## config.mk

```make
export PLATFORM = sky130hd
export DESIGN_NAME = upc_top
export DESIGN_NICKNAME = d
export VERILOG_FILES = /design/src/verilog/upc_pkg.sv /design/src/verilog/upc_top.sv /design/src/verilog/upc_line_filter.sv /design/src/verilog/upc_resume_ctrl.sv
export SDC_FILE = /design/constraint.sdc
export NUM_CORES = 1
export LEC_CHECK = 0
export ABC_AREA = 1
export BUFFER_PORTS_ARGS = -buffer_cell sky130_fd_sc_hd__buf_2
export CAP_MARGIN = 20
export CORE_UTILIZATION = 60
export CTS_BUF_LIST = sky130_fd_sc_hd__clkbuf_8
export DETAILED_ROUTE_END_ITERATION = 7
export PLACE_DENSITY_LB_ADDON = 0.1
export SLEW_MARGIN = 20
export SYNTH_ARGS = -nofsm -noshare
export SYNTH_HDL_FRONTEND = slang
export SYNTH_SLANG_ARGS = --single-unit
```

## constraint.sdc

```tcl
create_clock -name clk -period 4.3 [get_ports clk]
set_clock_uncertainty 0.2 [all_clocks]
set_input_delay 0.86 -clock clk [delete_from_list [all_inputs] [get_ports clk]]
set_output_delay 0.86 -clock clk [all_outputs]
set_load 0.01 [all_outputs]
```

## src/verilog/upc_pkg.sv

```systemverilog
// package: register map, field positions and constants of the usb phy control block
package upc_pkg;
    localparam int ADDR_W = 8;
    localparam int DATA_W = 32;
    // register byte addresses
    localparam logic [7:0] OFS_POWER_SIG = 8'h3c;
    localparam logic [7:0] OFS_PHY_CTRL = 8'h40;
    localparam logic [7:0] OFS_IRQ_STATUS = 8'h44;
    localparam logic [7:0] OFS_IRQ_MASK = 8'h48;
    localparam logic [7:0] OFS_LINE_STATUS = 8'h4c;
    // power signalling fields
    localparam int PS_VALID_BIT = 8;
    localparam int PS_DATA_HI = 7;
    localparam int PS_DATA_LO = 0;
    // phy control fields
    localparam int PC_PD_DIS_BIT = 18;
    localparam int PC_RST_RES_BIT = 13;
    localparam int PC_K_RES_BIT = 12;
    localparam int PC_FILT_HI = 11;
    localparam int PC_FILT_LO = 8;
    localparam int PC_AUTO_RES_BIT = 7;
    localparam int PC_CONF_HI = 6;
    localparam int PC_CONF_LO = 4;
    // interrupt status / mask bits
    localparam int IRQ_W = 3;
    localparam int IRQ_RST_RES = 0;
    localparam int IRQ_K_RES = 1;
    localparam int IRQ_LINE_CHG = 2;
    // line state codes
    localparam logic [1:0] LS_SE0 = 2'h0;
    localparam logic [1:0] LS_J = 2'h1;
    localparam logic [1:0] LS_K = 2'h2;
    localparam int FILT_CNT_W = 16;
    localparam logic [31:0] ZERO_WORD = 32'h0000_0000;
endpackage : upc_pkg

```

## src/verilog/upc_top.sv

```systemverilog
// top: usb phy control and power signalling registers with resume detection
//
// Local design decision: strobed register access.
`timescale 1ns/100ps
module upc_top
    import upc_pkg::*;
(
    input wire logic clk,
    input wire logic arst_n,
    input wire logic [ADDR_W-1:0] addr,
    input wire logic [DATA_W-1:0] wdata,
    input wire logic wr,
    input wire logic rd,
    output logic [DATA_W-1:0] rdata,
    input wire logic [1:0] line_state,
    input wire logic suspended,
    output logic [1:0] line_state_filt,
    output logic resume_req,
    output logic pulldown_dis,
    output logic [2:0] phy_config_inputs,
    output logic [7:0] power_sig_data,
    output logic power_sig_valid,
    output logic irq
);
    ////////////////////////////////////////////////////////////////////////////////
    logic [7:0] ps_data_reg;
    logic ps_valid_reg;
    logic pd_dis_reg;
    logic rst_res_reg;
    logic k_res_reg;
    logic [3:0] filt_exp_reg;
    logic auto_res_reg;
    logic [2:0] conf_reg;
    logic [IRQ_W-1:0] irq_status_reg;
    logic [IRQ_W-1:0] irq_mask_reg;
    logic [1:0] filt_line;
    logic filt_changed;
    logic rst_resume;
    logic k_resume;
    logic wr_ps;
    logic wr_pc;
    logic wr_st;
    logic wr_mk;

    assign wr_ps = wr && addr == OFS_POWER_SIG;
    assign wr_pc = wr && addr == OFS_PHY_CTRL;
    assign wr_st = wr && addr == OFS_IRQ_STATUS;
    assign wr_mk = wr && addr == OFS_IRQ_MASK;

    ////////////////////////////////////////////////////////////////////////////////
    upc_line_filter u_filter (
        .clk(clk),
        .arst_n(arst_n),
        .line_raw(line_state),
        .filt_exp(filt_exp_reg),
        .line_filt(filt_line),
        .changed(filt_changed)
    );

    upc_resume_ctrl u_resume (
        .clk(clk),
        .arst_n(arst_n),
        .auto_en(auto_res_reg),
        .suspended(suspended),
        .line_filt(filt_line),
        .changed(filt_changed),
        .rst_resume(rst_resume),
        .k_resume(k_resume)
    );

    ////////////////////////////////////////////////////////////////////////////////
    // power signalling
    always_ff @(posedge clk or negedge arst_n) begin
        if (!arst_n) begin
            ps_data_reg <= '0;
            ps_valid_reg <= 1'b0;
        end else if (wr_ps) begin
            ps_data_reg <= wdata[PS_DATA_HI:PS_DATA_LO];
            ps_valid_reg <= wdata[PS_VALID_BIT];
        end
    end

    // phy control plain fields
    always_ff @(posedge clk or negedge arst_n) begin
        if (!arst_n) begin
            pd_dis_reg <= 1'b0;
            filt_exp_reg <= '0;
            auto_res_reg <= 1'b0;
            conf_reg <= '0;
        end else if (wr_pc) begin
            pd_dis_reg <= wdata[PC_PD_DIS_BIT];
            filt_exp_reg <= wdata[PC_FILT_HI:PC_FILT_LO];
            auto_res_reg <= wdata[PC_AUTO_RES_BIT];
            conf_reg <= wdata[PC_CONF_HI:PC_CONF_LO];
        end
    end

    // resume kind flags: a set in the same cycle as a clearing write wins
    always_ff @(posedge clk or negedge arst_n) begin
        if (!arst_n) begin
            rst_res_reg <= 1'b0;
            k_res_reg <= 1'b0;
        end else begin
            if (rst_resume) begin
                rst_res_reg <= 1'b1;
            end else if (wr_pc && !wdata[PC_RST_RES_BIT]) begin
                rst_res_reg <= 1'b0;
            end
            if (k_resume) begin
                k_res_reg <= 1'b1;
            end else if (wr_pc && !wdata[PC_K_RES_BIT]) begin
                k_res_reg <= 1'b0;
            end
        end
    end

    ////////////////////////////////////////////////////////////////////////////////
    // interrupts: sticky status, write one to clear, set beats clear
    logic [IRQ_W-1:0] irq_events;
    assign irq_events = {filt_changed, k_resume, rst_resume};

    always_ff @(posedge clk or negedge arst_n) begin
        if (!arst_n) begin
            irq_status_reg <= '0;
        end else begin
            irq_status_reg <= (irq_status_reg & ~(wr_st ? wdata[IRQ_W-1:0] : '0)) | irq_events;
        end
    end

    always_ff @(posedge clk or negedge arst_n) begin
        if (!arst_n) begin
            irq_mask_reg <= '0;
        end else if (wr_mk) begin
            irq_mask_reg <= wdata[IRQ_W-1:0];
        end
    end

    ////////////////////////////////////////////////////////////////////////////////
    // read port: data valid the cycle after rd, zero otherwise and for unmapped addresses
    logic [DATA_W-1:0] rd_mux;
    always_comb begin
        rd_mux = ZERO_WORD;
        case (addr)
            OFS_POWER_SIG: begin
                rd_mux[PS_VALID_BIT] = ps_valid_reg;
                rd_mux[PS_DATA_HI:PS_DATA_LO] = ps_data_reg;
            end
            OFS_PHY_CTRL: begin
                rd_mux[PC_PD_DIS_BIT] = pd_dis_reg;
                rd_mux[PC_RST_RES_BIT] = rst_res_reg;
                rd_mux[PC_K_RES_BIT] = k_res_reg;
                rd_mux[PC_FILT_HI:PC_FILT_LO] = filt_exp_reg;
                rd_mux[PC_AUTO_RES_BIT] = auto_res_reg;
                rd_mux[PC_CONF_HI:PC_CONF_LO] = conf_reg;
            end
            OFS_IRQ_STATUS: rd_mux[IRQ_W-1:0] = irq_status_reg;
            OFS_IRQ_MASK: rd_mux[IRQ_W-1:0] = irq_mask_reg;
            OFS_LINE_STATUS: rd_mux[1:0] = filt_line;
            default: rd_mux = ZERO_WORD;
        endcase
    end

    always_ff @(posedge clk or negedge arst_n) begin
        if (!arst_n) begin
            rdata <= ZERO_WORD;
        end else begin
            rdata <= rd ? rd_mux : ZERO_WORD;
        end
    end

    ////////////////////////////////////////////////////////////////////////////////
    // outputs, all registered; one cycle behind their source registers
    always_ff @(posedge clk or negedge arst_n) begin
        if (!arst_n) begin
            pulldown_dis <= 1'b0;
            phy_config_inputs <= '0;
            power_sig_data <= '0;
            power_sig_valid <= 1'b0;
            line_state_filt <= LS_J;
            resume_req <= 1'b0;
            irq <= 1'b0;
        end else begin
            pulldown_dis <= pd_dis_reg;
            phy_config_inputs <= conf_reg;
            power_sig_data <= ps_data_reg;
            power_sig_valid <= ps_valid_reg;
            line_state_filt <= filt_line;
            resume_req <= rst_resume | k_resume;
            irq <= |(irq_status_reg & irq_mask_reg);
        end
    end
endmodule : upc_top

```

## src/verilog/upc_line_filter.sv

```systemverilog
// line state filter: passes a change only after it has held for 2^exp clocks, or for 2 clocks when exp is 0
`timescale 1ns/100ps
module upc_line_filter
    import upc_pkg::*;
(
    input wire logic clk,
    input wire logic arst_n,
    input wire logic [1:0] line_raw,
    input wire logic [3:0] filt_exp,
    output logic [1:0] line_filt,
    output logic changed
);
    logic [FILT_CNT_W-1:0] cnt_reg;
    logic [FILT_CNT_W:0] limit;

    assign limit = (FILT_CNT_W+1)'(1) << filt_exp;

    // restart the count whenever the raw state disagrees with the last sample
    logic [1:0] last_reg;
    always_ff @(posedge clk or negedge arst_n) begin
        if (!arst_n) begin
            last_reg <= LS_J;
            cnt_reg <= '0;
            line_filt <= LS_J;
            changed <= 1'b0;
        end else begin
            last_reg <= line_raw;
            changed <= 1'b0;
            if (line_raw != last_reg || line_raw == line_filt) begin
                cnt_reg <= '0;
            end else if ({1'b0, cnt_reg} + (FILT_CNT_W+1)'(2) >= limit) begin
                line_filt <= line_raw;
                changed <= 1'b1;
                cnt_reg <= '0;
            end else begin
                cnt_reg <= cnt_reg + FILT_CNT_W'(1);
            end
        end
    end
endmodule : upc_line_filter

```

## src/verilog/upc_resume_ctrl.sv

```systemverilog
// suspend controller: classifies a resume seen on the filtered line while suspended
`timescale 1ns/100ps
module upc_resume_ctrl
    import upc_pkg::*;
(
    input wire logic clk,
    input wire logic arst_n,
    input wire logic auto_en,
    input wire logic suspended,
    input wire logic [1:0] line_filt,
    input wire logic changed,
    output logic rst_resume,
    output logic k_resume
);
    // one-cycle pulses; only the first filtered change after suspend counts,
    // so a long resume is never reported twice until suspend is entered again or auto_en is cleared and set again
    logic armed_reg;
    logic spent_reg;
    always_ff @(posedge clk or negedge arst_n) begin
        if (!arst_n) begin
            armed_reg <= 1'b0;
            spent_reg <= 1'b0;
            rst_resume <= 1'b0;
            k_resume <= 1'b0;
        end else begin
            rst_resume <= 1'b0;
            k_resume <= 1'b0;
            if (!auto_en || !suspended) begin
                armed_reg <= 1'b0;
                spent_reg <= 1'b0;
            end else if (!armed_reg && !spent_reg) begin
                armed_reg <= 1'b1;
            end else if (armed_reg && changed) begin
                armed_reg <= 1'b0;
                spent_reg <= 1'b1;
                rst_resume <= (line_filt == LS_SE0);
                k_resume <= (line_filt == LS_K);
            end
        end
    end
endmodule : upc_resume_ctrl

```

==> results.yml <==
status:
  status: "finished, final reports clean"
global_route:
  track_usage: 0.246
  first_global_vias: 3041
  antenna_found_initial: 0
  grt_overflow: 0
  grt_max_degree: 84
  grt_pass1_wl_mm: 13.9
routing:
  routed-wl-met2_mm: 3.91
  wire_per_inst_um: 13.2
  wl_mm: 8.20
  vias: 3237
  drt_iter0_drc: 238
  postRouteAntennaNets: 0
  highest_layer: "met4"
  met1_length_mm: 3.69
  wl_met3_um: 447
  drtPass1Iterations: 4
  drc: 0
  viasPerCell: 5.21
setup_path:
  slowest_stage: "dfrtp_1"
  cp_max_fo: 11
  path_class: "reg2reg"
  start_kind: "flop"
  critPathCaptureType: "flop"
  r2r_end: "u_filter.cnt_reg[9]$_DFF_PN0_"
  path_cells: "ha_1, nand3_1, nor2_1, nand2_1, xnor2_1, ha_1, nand2_1, inv_1, nand2_1, nand2_1, nand2_1, o21ai_0, nor2_1, nand3_2, a21oi_1"
  r2r_start: "u_filter.cnt_reg[2]$_DFF_PN0_"
  r2r_cells: 15
  worstPathRequired_ns: 4.37
  max_stage_delay_ns: 0.43
  crit_path_frequent_cell: "nand2_1"
  worst-r2r-setup-slack_ns: 1.08
  arrival_ns: 3.30
sta:
  fin_crit_ns: 3.22
  slew_headroom: 0.506
  worst_pin_slew_ns: 0.741
  setup_viol: 0
  min_period_over_period: 0.750
  fin_ws_ns: 1.08
  rsz0062_at_grt: "false"
  hold_viol_final: 0
  fmax_ghz: 0.310
  slew_violations: 0
  final.setup.tns_ns: 0
cts:
  insertion_delay_ns: 0.36
  clkSlewWorstSetupHoldPaths_ns: 0.09
  cts_sinks: 83
  clockBufferDepth: 2
  clock-root-buffer: "clkbuf_8"
  ctsResizeCount: 0
  cts.htree.levels: 3
  cts_hold_buf: 0
  post-cts-setup-buffers: 0
  numCtsBuffers: 9
  cts_tree: "built"
synthesis:
  syn_inst: 475
  ys_ff_latch: 83
  synth.distinct_cells: 35
  yosysSeqAreaShare: 0.498
  synth_ff_type: "dfrtp_1"
  synth_edf_count: 0
  synth_area_um2: 4180
  avgSynthCellArea_um2: 8.80
  synthArstFlopShare: 1.00
  yosysWarnings: 0
die:
  core-area_um2: 6760
  fp.dieH_um: 85.5
  die_w_um: 85.5
  io_pins: 96
  die_area_um2: 7310
  fp-row-count: 30
  start_util: 0.619
finish:
  nNetsFinal: 601
  largest_register_ffs: 16
  layout-drive-gt1-share: 0.194
  area_growth_pct: 11.9
  insertedDiodeCount: 0
worst_hold_path:
  whs_path_depth: 0
  hold_path_end: "pulldown_dis$_DFF_PN0_"
  holdCritPathClass: "reg2reg"
  hold_start: "pd_dis_reg$_DFFE_PN0P_"
placement:
  hpwl_mm: 5.82
  gp_congestion: 0.954
  place_ws_ns: 1.11
  port_buffers: 61
power_and_ir_drop:
  ir_worst_vdd_mv: 0.281
  p_total_mw: 1.60
  powerDensity_nw_per_um2: 343
  p_leak_nw: 2.40
run:
  drv_cap: 0
==> cells by family after synthesis <==
family	share of synthesized area
muxes	0.00269
DFF	0.498
AOI/OAI and AO/OA	0.0500
xor gates and xnor gates	0.0545
buffers and inverters	0.0880
adders and majority gates	0.0539
other	0.000897
and+or+nand+nor	0.252
==> through the flow <==
stage | cells | cell area, µm² | util | hold slack, ns
global route | 621 | 4680 | 0.692 | 0.209
detailed placement | 605 | 4470 | 0.662 | 0.164
CTS | 621 | 4670 | 0.692 | 0.185
global placement | 605 | 4470 | 0.662 | 0.160
finish | 621 | 4680 | 0.692 | 0.183
floorplan | 491 | 4240 | - | 0.154
==> report_power, final <==
group	leakage, nW	switching, mW	internal (mW)
clock network	0.0963	0.292	0.284
logic	1.21	0.106	0.0532
registers	1.09	0.0419	0.828
==> layout make-up <==
cell class | count | area [µm²]
flip-flops and latches | 83 | 2080
fillers | 551 | 2080
multi-input cells | 331 | 1790
repair buffers | 62 | 319
inverters | 49 | 184
clock buffers | 10 | 138
well taps | 80 | 100
clock inverters | 6 | 65.1
==> metal layers <==
| metal | up-vias | track usage |
|---|---|---|
| met2 | 118 | 0.401 |
| li1 | 1604 | - |
| met3 | 16 | 0.0525 |
| met5 | - | 0 |
| met4 | 0 | 0.0879 |
| met1 | 1499 | 0.328 |
==> placed cells by master, fill, tap and decap left out, drive strengths merged, types with 3 or more instances in the layout <==
cell and count:
nor3 13, conb 17, nand3 21, xor2 17, dfstp 3, clkinv 3, nand2 112, buf 62
nor2 59, nor4 3, dfrtp 80, inv 48, clkinvlp 3, a21oi 16, o21ai 23, ha 18
clkbuf 10, xnor2 9, nand4 17
==> worst max-delay path by stage <==
stage,startpoint,to
2_1_floorplan,u_filter.cnt_reg[2]$_DFF_PN0_,u_filter.cnt_reg[6]$_DFF_PN0_
3_3_place_gp,u_filter.cnt_reg[2]$_DFF_PN0_,u_filter.cnt_reg[9]$_DFF_PN0_
3_5_place_dp,u_filter.cnt_reg[2]$_DFF_PN0_,u_filter.cnt_reg[9]$_DFF_PN0_
4_1_cts,u_filter.cnt_reg[2]$_DFF_PN0_,u_filter.cnt_reg[9]$_DFF_PN0_
5_1_grt,u_filter.cnt_reg[2]$_DFF_PN0_,u_filter.cnt_reg[9]$_DFF_PN0_
6_report,u_filter.cnt_reg[2]$_DFF_PN0_,u_filter.cnt_reg[9]$_DFF_PN0_
==> critical path: cells and delay by family (launching register included) <==
family | cells | cell delay (ns)
and+or+nand+nor | 9 | 1.44
adders and majority gates | 2 | 0.50
DFF | 1 | 0.43
AOI/OAI and AO/OA | 2 | 0.32
xor gates and xnor gates | 1 | 0.20
buffers and inverters | 1 | 0.06
==> cell usage after synthesis (all sizes together) (13+ instances only) <==
cell type / n / area [µm²]
nor2: 59 / 267
nand4: 17 / 106
inv: 46 / 173
o21ai: 23 / 115
nand2: 112 / 440
buf: 23 / 165
ha: 18 / 225
nor3: 13 / 80.1
a21oi: 16 / 80.1
xor2: 17 / 149
dfrtp: 80 / 2000
nand3: 21 / 115
Power figures use the tool's default switching activity.
